--- config.mk ---
export PLATFORM = sky130hd
export DESIGN_NAME = dgoc_top
export DESIGN_NICKNAME = d
export VERILOG_FILES = /design/src/logic/dgoc_pkg.sv /design/src/logic/dgoc_top.sv
export VERILOG_INCLUDE_DIRS = /design/src /design/src/logic
export SDC_FILE = /design/constraint.sdc
export NUM_CORES = 1
export LEC_CHECK = 0
export ABC_AREA = 0
export ABC_CLOCK_PERIOD_IN_PS = 3900
export BUFFER_PORTS_ARGS = -buffer_cell sky130_fd_sc_hd__buf_2
export CAP_MARGIN = 0
export CORE_MARGIN = 3
export CORE_UTILIZATION = 55
export CTS_CLUSTER_DIAMETER = 60
export DETAILED_ROUTE_END_ITERATION = 7
export MAX_ROUTING_LAYER = met4
export PLACE_DENSITY = 0.8
export SLEW_MARGIN = 20
export SYNTH_ARGS = -nofsm -noshare
export SYNTH_HDL_FRONTEND = slang
export SYNTH_SLANG_ARGS = --single-unit
--- constraint.sdc ---
create_clock -name clock_i -period 3.9 [get_ports clock_i]
set_input_delay 0.78 -clock clock_i [delete_from_list [all_inputs] [get_ports clock_i]]
set_output_delay 0.78 -clock clock_i [all_outputs]
set_load 0.02 [all_outputs]
--- src/logic/dgoc_consts.svh ---
// Constants of the global DMA operation control block: offsets, fields, codes.
// Assumes one 10 MHz clock and a simple strobe register port.
// Contract
// RL1 - Mode 00 (reset): fixed order channel 0, 3, 2, 1.
// RL2 - Mode 01: fixed order channel 1, 3, 2, 0.
// RL3 - Mode 10: round-robin, starting as channel 0, 3, 2, 1 after reset.
// RL4 - Mode 11: external-pin-alternating, starting as channel 3, 2, 1, 0.
// RL5 - Address error by a DMA transfer sets flag bit 2; resets to zero.
// RL6 - Address error flag clears only by writing zero after reading it as one.
// RL7 - Non-maskable interrupt sets flag bit 1; cleared by read-one then write-zero.
// RL8 - Writing one to either flag leaves it unchanged; zero only clears.
// RL9 - Master enable bit 0, reset zero, gates transfers on all channels.
// RL10 - Channels 0/1 share level field 15..12, channels 2/3 field 11..8.
// RL11 - Either flag set suspends all channels until software clears it.
// RL12 - Round-robin: finishing channel drops to lowest, others move up.
`ifndef DGOC_CONSTS_SVH
`define DGOC_CONSTS_SVH

`define DGOC_ADDR_W      8
`define DGOC_DATA_W      16
`define DGOC_OFF_OPCTL   8'h00
`define DGOC_OFF_INTERRUPT_PRIORITY_BANK_C    8'h04
`define DGOC_OFF_STAT    8'h08
`define DGOC_OFF_MASK    8'h0c

`define DGOC_BIT_PRI_HI  9
`define DGOC_BIT_PRI_LO  8
`define DGOC_BIT_AE      2
`define DGOC_BIT_NONMASKABLE_INT_FLAG    1
`define DGOC_BIT_DME     0
`define DGOC_IPL01_MSB   15
`define DGOC_IPL01_LSB   12
`define DGOC_IPL23_MSB   11
`define DGOC_IPL23_LSB   8

`define DGOC_EV_AE       0
`define DGOC_EV_NMI      1
`define DGOC_EV_W        2

`define DGOC_MODE_FIX0   2'h0
`define DGOC_MODE_FIX1   2'h1
`define DGOC_MODE_RR     2'h2
`define DGOC_MODE_ALT    2'h3

// Orders, slot 0 (lowest bits) highest priority
`define DGOC_ORD_FIX0    8'h6c
`define DGOC_ORD_FIX1    8'h2d
`define DGOC_ORD_ALT_A   8'h1b
`define DGOC_ORD_ALT_B   8'h4e

`define DGOC_RST_OPCTL   16'h0000
`define DGOC_RST_INTERRUPT_PRIORITY_BANK_C    16'h0000

`endif

--- src/logic/dgoc_pkg.sv ---
// Types of the global DMA operation control block.
// Assumes the constants header is included by users alongside.
package dgoc_pkg;
	timeunit 1ns;
	timeprecision 1ns;
	typedef logic [1:0]       dgoc_chan_t;
	typedef dgoc_chan_t [3:0] dgoc_order_t;

	// Software-visible operation control fields
	typedef struct packed {
		logic [1:0] priority_mode;
		logic       address_error_flag;
		logic       nonmaskable_int_flag;
		logic       master_transfer_enable;
	} dgoc_opctl_s;

	// One register port access
	typedef struct packed {
		logic        wr;
		logic        rd;
		logic [7:0]  addr;
		logic [15:0] wdata;
	} dgoc_bus_s;
endpackage : dgoc_pkg

--- src/logic/dgoc_top.sv ---
// Global DMA operation control: priority arbitration, master enable, error flags.
// Assumes all inputs synchronous to clock_i; event inputs are one-cycle pulses.
`include "dgoc_consts.svh"

module dgoc_top #(
	parameter int NCH = 4
) (
	input  wire logic                     clock_i,
	input  wire logic                     reset_n_i,
	input  wire logic [`DGOC_ADDR_W-1:0]  addr_i,
	input  wire logic [`DGOC_DATA_W-1:0]  wdata_i,
	input  wire logic                     wr_i,
	input  wire logic                     rd_i,
	output logic      [`DGOC_DATA_W-1:0]  rdata_o,
	input  wire logic [NCH-1:0]           req_i,
	input  wire logic [NCH-1:0]           done_i,
	input  wire logic                     addr_err_i,
	input  wire logic                     nmi_i,
	output logic      [NCH-1:0]           grant_o,
	output logic                          run_o,
	output logic      [3:0]               ipl_ch01_o,
	output logic      [3:0]               ipl_ch23_o,
	output logic                          irq_o
);
	timeunit 1ns;
	timeprecision 1ns;
	logic                 rst_meta_n;
	logic                 rst_n;
	dgoc_pkg::dgoc_bus_s  bus;
	dgoc_pkg::dgoc_opctl_s opctl;
	dgoc_pkg::dgoc_order_t order;
	logic [15:0]          interrupt_priority_bank_c;
	logic                 ae_armed;
	logic                 nmi_armed;
	logic [`DGOC_EV_W-1:0] irq_stat;
	logic [`DGOC_EV_W-1:0] irq_mask;
	logic                 alt_phase;
	logic                 running;
	logic                 wr_opctl;
	logic                 rd_opctl;
	logic                 rd_stat;
	logic [NCH-1:0]       next_grant;
	logic [1:0]           done_ch;
	logic                 any_done;
	logic [15:0]          opctl_word;

	// Moves the given channel to the lowest slot, the channels behind it shift up one slot
	function automatic dgoc_pkg::dgoc_order_t dgoc_demote(input dgoc_pkg::dgoc_order_t o,
		input dgoc_pkg::dgoc_chan_t ch);
		dgoc_pkg::dgoc_order_t r;
		int                    k;
		r = o;
		k = 0;
		for (int i = 0; i < 4; i++) begin
			if (o[i] != ch) begin
				r[k] = o[i];
				k = k + 1;
			end
		end
		r[3] = ch;
		return r;
	endfunction : dgoc_demote

	// Starting order of a priority mode
	function automatic dgoc_pkg::dgoc_order_t dgoc_start(input logic [1:0] mode);
		dgoc_pkg::dgoc_order_t r;
		unique case (mode)
			`DGOC_MODE_FIX0: r = `DGOC_ORD_FIX0;
			`DGOC_MODE_FIX1: r = `DGOC_ORD_FIX1;
			`DGOC_MODE_RR:   r = `DGOC_ORD_FIX0;
			`DGOC_MODE_ALT:  r = `DGOC_ORD_ALT_A;
		endcase
		return r;
	endfunction : dgoc_start

	// Reset release through two flip-flops
	always_ff @(posedge clock_i or negedge reset_n_i) begin
		if (!reset_n_i) begin
			rst_meta_n <= 1'b0;
			rst_n      <= 1'b0;
		end else begin
			rst_meta_n <= 1'b1;
			rst_n      <= rst_meta_n;
		end
	end

	// Bundle the register port and decode it
	assign bus        = '{wr: wr_i, rd: rd_i, addr: addr_i, wdata: wdata_i};
	assign wr_opctl   = bus.wr && (bus.addr == `DGOC_OFF_OPCTL);
	assign rd_opctl   = bus.rd && (bus.addr == `DGOC_OFF_OPCTL);
	assign rd_stat    = bus.rd && (bus.addr == `DGOC_OFF_STAT);
	assign running    = opctl.master_transfer_enable && !opctl.address_error_flag
		&& !opctl.nonmaskable_int_flag; // RL9 RL11

	// Register image of the operation control word
	always_comb begin
		opctl_word                         = 16'h0000;
		opctl_word[`DGOC_BIT_PRI_HI]       = opctl.priority_mode[1];
		opctl_word[`DGOC_BIT_PRI_LO]       = opctl.priority_mode[0];
		opctl_word[`DGOC_BIT_AE]           = opctl.address_error_flag;
		opctl_word[`DGOC_BIT_NONMASKABLE_INT_FLAG]         = opctl.nonmaskable_int_flag;
		opctl_word[`DGOC_BIT_DME]          = opctl.master_transfer_enable;
	end

	// Mode and master enable, written directly
	always_ff @(posedge clock_i or negedge rst_n) begin
		if (!rst_n) begin
			opctl.priority_mode          <= `DGOC_MODE_FIX0; // RL1
			opctl.master_transfer_enable <= 1'b0; // RL9
		end else if (wr_opctl) begin
			opctl.priority_mode          <= {bus.wdata[`DGOC_BIT_PRI_HI], bus.wdata[`DGOC_BIT_PRI_LO]};
			opctl.master_transfer_enable <= bus.wdata[`DGOC_BIT_DME]; // RL9
		end
	end

	// Flags arm on a read showing one; disarm on any write of the register
	always_ff @(posedge clock_i or negedge rst_n) begin
		if (!rst_n) begin
			ae_armed  <= 1'b0;
			nmi_armed <= 1'b0;
		end else if (wr_opctl) begin
			ae_armed  <= 1'b0;
			nmi_armed <= 1'b0;
		end else if (rd_opctl) begin
			ae_armed  <= opctl.address_error_flag; // RL6
			nmi_armed <= opctl.nonmaskable_int_flag; // RL7
		end
	end

	// Address error flag: set wins over clear
	always_ff @(posedge clock_i or negedge rst_n) begin
		if (!rst_n) begin
			opctl.address_error_flag <= 1'b0; // RL5
		end else if (addr_err_i) begin
			opctl.address_error_flag <= 1'b1; // RL5
		end else if (wr_opctl && ae_armed && !bus.wdata[`DGOC_BIT_AE]) begin
			opctl.address_error_flag <= 1'b0; // RL6 RL8
		end
	end

	// Non-maskable interrupt flag: set wins over clear
	always_ff @(posedge clock_i or negedge rst_n) begin
		if (!rst_n) begin
			opctl.nonmaskable_int_flag <= 1'b0;
		end else if (nmi_i) begin
			opctl.nonmaskable_int_flag <= 1'b1; // RL7
		end else if (wr_opctl && nmi_armed && !bus.wdata[`DGOC_BIT_NONMASKABLE_INT_FLAG]) begin
			opctl.nonmaskable_int_flag <= 1'b0; // RL7 RL8
		end
	end

	// Interrupt priority bank with the two channel-pair level fields
	always_ff @(posedge clock_i or negedge rst_n) begin
		if (!rst_n) begin
			interrupt_priority_bank_c <= `DGOC_RST_INTERRUPT_PRIORITY_BANK_C;
		end else if (bus.wr && (bus.addr == `DGOC_OFF_INTERRUPT_PRIORITY_BANK_C)) begin
			interrupt_priority_bank_c <= bus.wdata; // RL10
		end
	end

	// Event status, sticky, cleared by its read; set wins
	always_ff @(posedge clock_i or negedge rst_n) begin
		if (!rst_n) begin
			irq_stat <= '0;
		end else begin
			irq_stat[`DGOC_EV_AE]  <= addr_err_i || (irq_stat[`DGOC_EV_AE] && !rd_stat);
			irq_stat[`DGOC_EV_NMI] <= nmi_i || (irq_stat[`DGOC_EV_NMI] && !rd_stat);
		end
	end

	// Interrupt mask
	always_ff @(posedge clock_i or negedge rst_n) begin
		if (!rst_n) begin
			irq_mask <= '0;
		end else if (bus.wr && (bus.addr == `DGOC_OFF_MASK)) begin
			irq_mask <= bus.wdata[`DGOC_EV_W-1:0];
		end
	end

	// Lowest completing channel
	always_comb begin
		done_ch  = 2'h0;
		any_done = |done_i;
		for (int i = NCH - 1; i >= 0; i--) begin
			if (done_i[i]) begin
				done_ch = 2'(i);
			end
		end
	end

	// Priority order: reloads on a mode write, rotates in the dynamic modes
	always_ff @(posedge clock_i or negedge rst_n) begin
		if (!rst_n) begin
			order     <= `DGOC_ORD_FIX0; // RL1 RL3
			alt_phase <= 1'b0;
		end else if (wr_opctl) begin
			order     <= dgoc_start({bus.wdata[`DGOC_BIT_PRI_HI], bus.wdata[`DGOC_BIT_PRI_LO]}); // RL2 RL3 RL4
			alt_phase <= 1'b0;
		end else if (any_done && (opctl.priority_mode == `DGOC_MODE_RR)) begin
			order     <= dgoc_demote(order, done_ch); // RL12
		end else if (any_done && (opctl.priority_mode == `DGOC_MODE_ALT)) begin
			order     <= alt_phase ? `DGOC_ORD_ALT_A : `DGOC_ORD_ALT_B; // RL4
			alt_phase <= !alt_phase;
		end
	end

	// Winner is the first requesting channel in the current order
	always_comb begin
		next_grant = '0;
		if (running) begin // RL9 RL11
			for (int i = 3; i >= 0; i--) begin
				if (req_i[order[i]]) begin
					next_grant = '0;
					next_grant[order[i]] = 1'b1; // RL1 RL2 RL3 RL4
				end
			end
		end
	end

	// Registered outputs
	always_ff @(posedge clock_i or negedge rst_n) begin
		if (!rst_n) begin
			grant_o    <= '0;
			run_o      <= 1'b0;
			irq_o      <= 1'b0;
			ipl_ch01_o <= 4'h0;
			ipl_ch23_o <= 4'h0;
		end else begin
			grant_o    <= next_grant;
			run_o      <= running; // RL11
			irq_o      <= |(irq_stat & irq_mask);
			ipl_ch01_o <= interrupt_priority_bank_c[`DGOC_IPL01_MSB:`DGOC_IPL01_LSB]; // RL10
			ipl_ch23_o <= interrupt_priority_bank_c[`DGOC_IPL23_MSB:`DGOC_IPL23_LSB]; // RL10
		end
	end

	// Read data, valid only in the cycle after the read strobe
	always_ff @(posedge clock_i or negedge rst_n) begin
		if (!rst_n) begin
			rdata_o <= '0;
		end else if (bus.rd) begin
			unique case (bus.addr)
				`DGOC_OFF_OPCTL: rdata_o <= opctl_word;
				`DGOC_OFF_INTERRUPT_PRIORITY_BANK_C:  rdata_o <= interrupt_priority_bank_c;
				`DGOC_OFF_STAT:  rdata_o <= {14'h0000, irq_stat};
				`DGOC_OFF_MASK:  rdata_o <= {14'h0000, irq_mask};
				default:         rdata_o <= 16'h0000;
			endcase
		end else begin
			rdata_o <= 16'h0000;
		end
	end
endmodule : dgoc_top

=== After elaboration in Yosys (flattened, before gate mapping) ===
Cells that the tools add are included.

* Register bits after elaboration: 68
* Input port bits: 38
* Output and inout port bits: 30
* Word-level logic and storage cells: 163

* Add/sub/neg operators: 2
* $lt $le $gt $ge: 14
* Eq/ne operators: 13
* Multiplexer cells: 70
* Bitwise operators: 1
* Reduce and logical (&&, ||, !) cells: 41

{| class="wikitable"
|+ Operators by type and width
! operator !! count
|-
| 2-to-1 mux 32 bit || 8
|-
| >= comparator 32 x 1 -> 1 bit (second input constant) || 3
|-
| < comparator 32 x 4 -> 1 bit (second input constant) || 3
|-
| 2-to-1 mux 8 bit || 9
|-
| adder 32 x 2 -> 32 bit (second input constant) || 2
|-
| one-hot mux 16 bit (4 select lines) || 1
|-
| bitwise mux 8 bit || 3
|-
| one-hot mux 8 bit (3 select lines) || 1
|-
| logical AND 1 bit || 22
|-
| 2-to-1 mux 1 bit || 20
|-
| 2-to-1 mux 4 bit || 5
|-
| 2-to-1 mux 2 bit || 9
|-
| == test 8 x 4 -> 1 bit (second input constant) || 2
|-
| 2-to-1 mux 16 bit || 1
|-
| demux 2 bit (select 2 bit) || 3
|-
| < comparator 2 x 3 -> 1 bit (second input constant) || 4
|-
| binary-select mux 1 bit (select 2 bit) || 4
|-
| demux 1 bit (select 2 bit) || 4
|-
| == test 2 bit (second input constant) || 4
|-
| == test 8 x 3 -> 1 bit (second input constant) || 1
|-
| >= comparator 2 x 1 -> 1 bit (second input constant) || 4
|-
| zero test 8 bit || 1
|-
| != test 2 bit || 4
|-
| nonzero test 2 bit || 4
|-
| other kinds (12) || 19
|}

=== Depth between registers and ports, before layout ===
Gate-level depths: netlist of run 1.

* Depth in word-level cells: 24
* Gate-level depth with buffers: 11
* Mapped depth without buffers: 10

=== Worst setup path after synthesis of run 1 ===
OpenSTA, ideal clock, no wires.

* Path kind: input-to-reg
* From: in done_i[2]
* To: reg order[0] in the netlist's numbering
* Setup time: 0.095 ns
* Data arrival time: 3.279 ns
* Required time: 3.805 ns
* Path slack: 0.526 ns
* Cell stages on the path: 11
* Buffers on the path: 1
* Cells stage by stage: buf_2 > nor3_1 > nor2_1 > o32ai_1 > inv_1 > ha_1 > or3_1 > o32ai_1 > o221a_2 > mux2_1 > o31ai_1

* Longest elaborated chain between the ends: 23
* Elaborated cells between the ends (all ways): 49
* Those cells by class: 2 x add/sub; 6 x order compare; 4 x eq/ne; 30 x mux; 7 x reduce/logical

{| class="wikitable"
|+ Ends and longest elaborated chain
! what !! RTL line !! text
|-
| start: declaration || dgoc_top.sv:16 || <nowiki>input wire logic [NCH-1:0] done_i,</nowiki>
|-
| 2-to-1 mux 2 bit (3 in series) || dgoc_top.sv:185 || <nowiki>if (done_i[i]) begin</nowiki>
|-
| != test 2 bit || dgoc_top.sv:55 || <nowiki>if (o[i] != ch) begin</nowiki>
|-
| 2-to-1 mux 1 bit || dgoc_top.sv:55 ||
|-
| 2-to-1 mux 32 bit || dgoc_top.sv:199 || <nowiki>end else if (any_done && (opctl.priority_mode == `DGOC_MODE_RR)) begin</nowiki>
|-
| 2-to-1 mux 32 bit || dgoc_top.sv:196 || <nowiki>end else if (wr_opctl) begin</nowiki>
|-
| adder 32 x 2 -> 32 bit (tied with other cells) || dgoc_top.sv:57 || <nowiki>k = k + 1;</nowiki>
|-
| 2-to-1 mux 32 bit / logical AND 1 bit (equally long branches) || dgoc_top.sv:55, dgoc_top.sv:56 ||
|-
| 2-to-1 mux 32 bit / 2-to-1 mux 2 bit (equally long branches) || dgoc_top.sv:199, dgoc_top.sv:56 ||
|-
| [5 not listed] || - ||
|-
| >= comparator 32 x 1 -> 1 bit (implied by the code) (tied with other cells) || dgoc_top.sv:56 || <nowiki>r[k] = o[i];</nowiki>
|-
| logical AND 1 bit (implied by the code) / 2-to-1 mux 8 bit (equally long branches) || dgoc_top.sv:56, dgoc_top.sv:55 ||
|-
| 2-to-1 mux 2 bit (implied by the code) / 2-to-1 mux 8 bit (equally long branches) || dgoc_top.sv:56, dgoc_top.sv:199 ||
|-
| demux 2 bit (select 2 bit) / 2-to-1 mux 8 bit (equally long branches) || dgoc_top.sv:56, dgoc_top.sv:196 ||
|-
| bitwise mux 8 bit || dgoc_top.sv:56 ||
|-
| 2-to-1 mux 6 bit || dgoc_top.sv:55 ||
|-
| 2-to-1 mux 8 bit || dgoc_top.sv:199 ||
|-
| 2-to-1 mux 8 bit || dgoc_top.sv:196 ||
|-
| end signal: assignment || dgoc_top.sv:197 || <nowiki>order <= dgoc_start({bus.wdata[`DGOC_BIT_PRI_HI], bus.wdata[`DGOC_BIT_PRI_LO]});</nowiki>
|-
| end signal: assignment || dgoc_top.sv:200 || <nowiki>order <= dgoc_demote(order, done_ch);</nowiki>
|-
| end signal: assignment || dgoc_top.sv:202 || <nowiki>order <= alt_phase ? `DGOC_ORD_ALT_A : `DGOC_ORD_ALT_B;</nowiki>
|-
| end: declaration || dgoc_top.sv:31 || <nowiki>dgoc_pkg::dgoc_order_t order;</nowiki>
|}

Parallel ways exist; a longest one is shown, timed or not. The select of a mux whose other input is x is not followed.
A chain may end at the register's enable or synchronous reset.

=== Worst setup path in the final report of run 1 ===
* From: in done_i[1]
* To: reg order[0] in the netlist's numbering

* Longest elaborated chain between the ends: 22
* Elaborated cells between the ends (all ways): 48
* Those cells by class: 2 x add/sub; 6 x order compare; 4 x eq/ne; 29 x mux; 7 x reduce/logical

{| class="wikitable"
|+ Ends and longest elaborated chain
! what !! RTL line
|-
| 2-to-1 mux 2 bit (2 in series) || dgoc_top.sv:185
|-
| != test 2 bit || dgoc_top.sv:55
|-
| 2-to-1 mux 1 bit || dgoc_top.sv:55
|-
| 2-to-1 mux 32 bit || dgoc_top.sv:199
|-
| 2-to-1 mux 32 bit || dgoc_top.sv:196
|-
| adder 32 x 2 -> 32 bit (tied with other cells) || dgoc_top.sv:57
|-
| 2-to-1 mux 32 bit / logical AND 1 bit (equally long branches) || dgoc_top.sv:55, dgoc_top.sv:56
|-
| 2-to-1 mux 32 bit / 2-to-1 mux 2 bit (equally long branches) || dgoc_top.sv:199, dgoc_top.sv:56
|-
| [5 not listed] || -
|-
| >= comparator 32 x 1 -> 1 bit (implied by the code) (tied with other cells) || dgoc_top.sv:56
|-
| logical AND 1 bit (implied by the code) / 2-to-1 mux 8 bit (equally long branches) || dgoc_top.sv:56, dgoc_top.sv:55
|-
| 2-to-1 mux 2 bit (implied by the code) / 2-to-1 mux 8 bit (equally long branches) || dgoc_top.sv:56, dgoc_top.sv:199
|-
| demux 2 bit (select 2 bit) / 2-to-1 mux 8 bit (equally long branches) || dgoc_top.sv:56, dgoc_top.sv:196
|-
| bitwise mux 8 bit || dgoc_top.sv:56
|-
| 2-to-1 mux 6 bit || dgoc_top.sv:55
|-
| 2-to-1 mux 8 bit || dgoc_top.sv:199
|-
| 2-to-1 mux 8 bit || dgoc_top.sv:196
|}

Parallel ways exist; a longest one is shown, timed or not. The select of a mux whose other input is x is not followed.

==> results of run 1 <==
[worst max-delay path, delay by kind of cell]
kind                     cells  cell delay [ns]
AO/OA/AOI/OAI                5             1.16
AND/OR/NAND/NOR              2             0.79
multiplexers                 1             0.33
buffers and inverters        2             0.32
adder cells (fa/ha/maj)      1             0.25
[kinds of logic (layout without fill, tap and decap cells)]
group / after synthesis / in the layout
AOI/OAI and AO/OA: 75 / 75
xor gates and xnor gates: 1 / 1
adders and majority gates: 4 / 4
buffers and inverters: 29 / 97
DFF: 68 / 68
muxes: 35 / 35
other: 1 / 1
and+or+nand+nor: 104 / 104
[final cells by class]
cell class                      instances  area (sq um)
Multi-Input combinational cell        220          1610
Timing Repair Buffer                   72           373
Inverter                                9          33.8
Sequential cell                        68          1710
Fill cell                             434          1950
Tap cell                               75          93.8
Clock inverter                          7          98.8
Clock buffer                            9           124
[state kept, by name (all words and copies together) (netlist names), 2 cells and up]
name                       flops
grant_o                        4
order                          8
interrupt_priority_bank_c     16
irq_stat                       2
opctl                          5
irq_mask                       2
ipl_ch23_o                     4
ipl_ch01_o                     4
rdata_o                       16
[Yosys cell counts (4+ instances only)]
cell and n:
a21o_1 7, a21oi_1 11, a31oi_1 6, and2_1 14, and3_1 8, clkbuf_1 13, dfrtp_1 64, dfstp_2 4
ha_1 4, inv_1 9, mux2_2 19, mux2i_1 11, mux4_2 4, nand2_1 16, nand2b_1 5, nor2_1 17
nor2b_1 11, nor3_1 7, nor3b_1 4, nor4_1 5, o211ai_1 7, o21ai_0 11, o21bai_1 4
[where the power goes]
part / leakage [nW] / switching, mW / internal [mW]
registers: 0.880 / 0.163 / 0.781
logic: 1.01 / 0.318 / 0.302
clock network: 0.110 / 0.278 / 0.364
total: 2.00 / 0.759 / 1.45
[worst max-delay path by stage]
stage                     depth (start not counted)  startpoint  slack (ns)              endpoint
after CTS                                        11   done_i[1]        0.59  order[0]$_DFFE_PN0P_
after global routing                             11   done_i[1]        0.31  order[0]$_DFFE_PN0P_
after detailed placement                         11   done_i[1]        0.25  order[0]$_DFFE_PN0P_
after floorplan                                  11   done_i[2]        0.53  order[0]$_DFFE_PN0P_
after global placement                           10   done_i[1]        0.35  order[0]$_DFFE_PN0P_
final                                            11   done_i[1]        0.53  order[0]$_DFFE_PN0P_
[per-layer routing]
layer  up-vias  global-route usage [%]
met5         -                       -
met4         0                    6.76
met3        12                    6.12
met2       113                    33.3
met1      1302                    31.3
li1       1288                       -
[metrics by stage]
step | std cells | area [sq um] | setup WS [ns] | hold WS [ns]
3_3_place_gp | 444 | 3820 | 0.346 | 0.339
6_report | 460 | 4040 | 0.526 | 0.204
2_1_floorplan | 317 | 3450 | 0.526 | 0.331
4_1_cts | 460 | 4040 | 0.587 | 0.190
5_1_grt | 460 | 4040 | 0.313 | 0.183
3_5_place_dp | 444 | 3820 | 0.248 | 0.343
==> out/results.ini, run 1 <==
[cells_and_area]
drive_above_1_share_pct=31.9
layout.nets=422
syn_to_final_growth_pct=17.2
mostFrequentLayoutCell=buf_2
final_util_pct=67.5
mostFrequentLayoutCells=buf_2 (67), dfrtp_1 (63), mux2_2 (19)
antenna_cells=0

[setup_path]
r2r-end=order[0]$_DFFE_PN0P_
max_stage_delay_ns=0.43
cpMostUsedCell=o32ai_1
path_class=input port to flip-flop
rrSetupSlack_ns=0.59
reg2reg_from=order[3]$_DFFE_PN1P_
cp-start-kind=input port
critPathCaptureType=flip-flop
cp_max_fo=16
reg2regPathDepth=9
critical_path_required_ns=4.15
crit_arrival_ns=3.63
path_cells=buf_2, nor3b_1, a221oi_1, o32ai_1, inv_1, ha_1, or3_1, o32ai_1, o221a_2, mux2_1, o31ai_1
slowest_stage=nor3b_1

[route]
vias=2715
dr.pass1.iters=4
viasPerCell=5.90
routed.top_layer=met4
wl_met1_microns=3450
drt_iter0_drc=258
met3_length_microns=566
wl_met2_microns=3600
routed_wl_microns=7690
antenna_left=0
avgRoutedWirePerCell_microns=16.7
route.detailed.drc=0

[clock_network]
clock_sinks=68
cts_tree=built
cts_resized=0
clk_pin_slew_ns=0.07
cts_root_buf=clkbuf_8
cts_buffers=9
htree_levels=3
insertion_delay_ns=0.35
postCtsSetupBuffers=0
cts_hold_buf=0
ctsLongestPathBuffers=2

[floorplanning]
die_x_microns=85.2
start_util_pct=57.6
die-area_sq_um=7260
die_h_microns=85.2
rows=28
coreArea_sq_um=5990
io_pins=68

[run_status]
status=finished clean

[synthesis]
synth_fa_ha_area_share_pct=1.45
synth_compound_area_share_pct=15.6
synth_mux_area_share_pct=12.3
synth-seq-cells=68
netlist_area_sq_um=3450
synthCells=317
synth_edf_count=0
synth_area_leaders=dfrtp_1 (46%), mux2_2 (6.2%), mux2i_1 (3.2%), dfstp_2 (3.0%), mux4_2 (2.6%)
avgSynthCellArea_sq_um=10.9
synth_warnings=0
synth_top_area_share_pct=46.4
synth_cell_types=61
yosys.area.top_type=dfrtp_1
yosys.area_share.xor_xnor_pct=0.254
synth_top_family_by_area=simple AND/OR/NAND/NOR gates
seq_area_frac_synth_pct=49.5
synth-main-ff-cell=dfrtp_1
yosys.area_share.simple_pct=17.0
async_flop_share_pct=100
syn_nets=359

[sta]
timing.final.crit_share_pct=86.5
setup_tns_ns=0
hold_viol=0
worst_pin_slew_ns=0.782
rsz0062_at_grt=false
fmax_mhz=296
period_minus_slack_ns=3.37
fin_worst_skew_ns=0.00873
slew_headroom_pct=47.9
setup_violations=0
drv_slew=0

[global_route]
grt_pass1_vias=2562
grt_usage_pct=22.8
antenna_found_initial=0
grt_pass1_wl_microns=12600
grt_max_degree=37
grt.overflow.total=0

[placement]
finalWeightedCongestion=0.940
port_buffers=67
dp_hpwl_microns=5390

[pwr]
power.total_mw=2.21
peakVddDrop_mv=0.300
p_per_area_nw_per_um2=546
p_leak_nw=2.00

[run]
cap_violations=0

[hold_path]
worstHoldPathType=input port to asynchronous set/reset pin

Note: power is estimated with default switching activity, not from simulation.
==> run 2, diff against run 1 <==
--- a/config.mk
+++ b/config.mk
@@ -11,11 +11,11 @@
 export BUFFER_PORTS_ARGS = -buffer_cell sky130_fd_sc_hd__buf_2
 export CAP_MARGIN = 0
 export CORE_MARGIN = 3
-export CORE_UTILIZATION = 55
+export CORE_UTILIZATION = 35
 export CTS_CLUSTER_DIAMETER = 60
+export CTS_CLUSTER_SIZE = 12
 export DETAILED_ROUTE_END_ITERATION = 7
 export MAX_ROUTING_LAYER = met4
-export PLACE_DENSITY = 0.8
 export SLEW_MARGIN = 20
 export SYNTH_ARGS = -nofsm -noshare
 export SYNTH_HDL_FRONTEND = slang
==> run 2 against run 1 <==
  * Utilization shrank 23 points
  * Non-clock buffer count increased by 2
  * Worst setup slack lost 0.13 ns
  * Worst hold slack better by 0.0087 ns
  * Fmax shrank 3.8%
  * Die area grew 53%
  * Highest routed layer unchanged
==> out/results.ini, run 2 (synthesized netlist as in run 1, its figures left out) <==
[cells_and_area]
top_regs=interrupt_priority_bank_c: 16 flops, rdata_o: 16 flops, order: 8 flops
antenna_cells=0
mostFrequentLayoutCells=buf_2 (67), dfrtp_1 (63), mux2_2 (19)
drive_above_1_share_pct=32.3
stdcell_area_sq_um=4170
layout.nets=424
mostFrequentLayoutCell=buf_2
syn_to_final_growth_pct=20.9
instances_no_fill=516

[sta]
period_minus_slack_ns=3.51
fin_worst_skew_ns=0.00575
timing.final.crit_share_pct=89.9
fmax_mhz=285
drv_slew=0
setup_violations=0
holdWs_ns=0.213
rsz0062_at_grt=false
slew_headroom_pct=34.6
setup_tns_ns=0
worst_pin_slew_ns=0.981
hold_viol=0

[floorplanning]
die-area_sq_um=11100
die_h_microns=105
rows=35
coreArea_sq_um=9420
io_pins=68
start_util_pct=36.7
die_x_microns=105

[setup_path]
critPathCaptureType=flip-flop
cp-start-kind=input port
reg2regPathDepth=9
path_cells=buf_2, nor3b_1, a311oi_1, o32ai_1, inv_1, ha_1, or3_1, o32ai_1, o221a_2, mux2_1, o31ai_1
cpMostUsedCell=o32ai_1
max_stage_delay_ns=0.47
slowest_stage=nor3b_1
crit_arrival_ns=3.75
cp_max_fo=16
path_class=input port to flip-flop
critical_path_required_ns=4.14

[route]
wl_met2_microns=3770
routed.top_layer=met4
antenna_left=0
viasPerCell=5.19
wl_met1_microns=3690
dr.pass1.iters=4
met3_length_microns=408
vias=2679
drt_iter0_drc=208
routed_wl_microns=7930
route.detailed.drc=0
avgRoutedWirePerCell_microns=15.4

[global_route]
grt_pass1_wl_microns=13100
grt_max_degree=48
grt.overflow.total=0
antenna_found_initial=0
grt_usage_pct=15.0
grt_pass1_vias=2561

[clock_network]
cts_tree=built
cts_hold_buf=0
cts_resized=0
ctsLongestPathBuffers=2
cts_root_buf=clkbuf_8
clk_pin_slew_ns=0.08
cts_buffers=9
postCtsSetupBuffers=0
clock_sinks=68
insertion_delay_ns=0.34
htree_levels=3

[pwr]
peakVddDrop_mv=0.167
p_per_area_nw_per_um2=562
p_leak_nw=2.04
power.total_mw=2.34

[placement]
placed_cells=500
place_area_sq_um=3900
port_buffers=67
dp_hpwl_microns=5880
finalWeightedCongestion=0.873

[hold_path]
worstHoldPathType=input port to asynchronous set/reset pin

[run_status]
status=finished clean

[run]
cap_violations=0

## run 2: changes by cell type in the layout (fill, tap and decap cells not counted), sizes merged
cell	delta
clkinvlp	-1
bufinv	+2
clkinv	-1
buf	+2
## run 2: final timing paths
check,from,to,slack (ns)
hold / removal,reset_n_i,rst_meta_n$_DFF_PN0_,0.21
hold reg to reg,rst_meta_n$_DFF_PN0_,rst_n$_DFF_PN0_,0.36
max in group asynchronous,rst_n$_DFF_PN0_,order[2]$_DFFE_PN1P_,2.56
min in group clock_i,rst_meta_n$_DFF_PN0_,rst_n$_DFF_PN0_,0.36
setup reg to reg,order[3]$_DFFE_PN1P_,order[0]$_DFFE_PN0P_,0.61
setup / recovery,done_i[1],order[0]$_DFFE_PN0P_,0.39
## run 2: metrics by stage
step / util (%) / setup slack [ns]
detailed placement: 41.4 / 0.0739
CTS: 44.3 / 0.439
finish: 44.3 / 0.394
global route: 44.3 / 0.216
global placement: 41.4 / 0.274
floorplan: - / 0.526
## run 2: report_power, final
part / total, mW / internal, mW / switching (mW) / leakage (nW)
Clock: 0.764 / 0.495 / 0.269 / 0.134
Combinational: 0.656 / 0.309 / 0.348 / 1.02
Sequential: 0.924 / 0.782 / 0.142 / 0.880
Total: 2.34 / 1.59 / 0.759 / 2.04
## run 2: worst max-delay path, delay by kind of cell
| kind | cells | cell delay (ns) |
|---|---|---|
| buf+inv | 2 | 0.38 |
| compound gates | 5 | 1.18 |
| simple gates | 2 | 0.81 |
| mux | 1 | 0.32 |
| fa+ha+maj | 1 | 0.28 |
## run 2: layer usage
metal	vias to the layer above	global-route usage, %
met3	7	3.12
met1	1296	20.5
met5	-	-
li1	1294	-
met4	0	3.66
met2	82	23.1
## run 2: cell type report
| cell class | count | area [sq um] |
|---|---|---|
| sequential | 68 | 1710 |
| multi-input combinational | 220 | 1610 |
| fill | 885 | 5240 |
| clock inverter | 7 | 146 |
| timing repair buffer | 74 | 388 |
| inverter | 9 | 33.8 |
| tap | 129 | 161 |
| clock buffer | 9 | 124 |
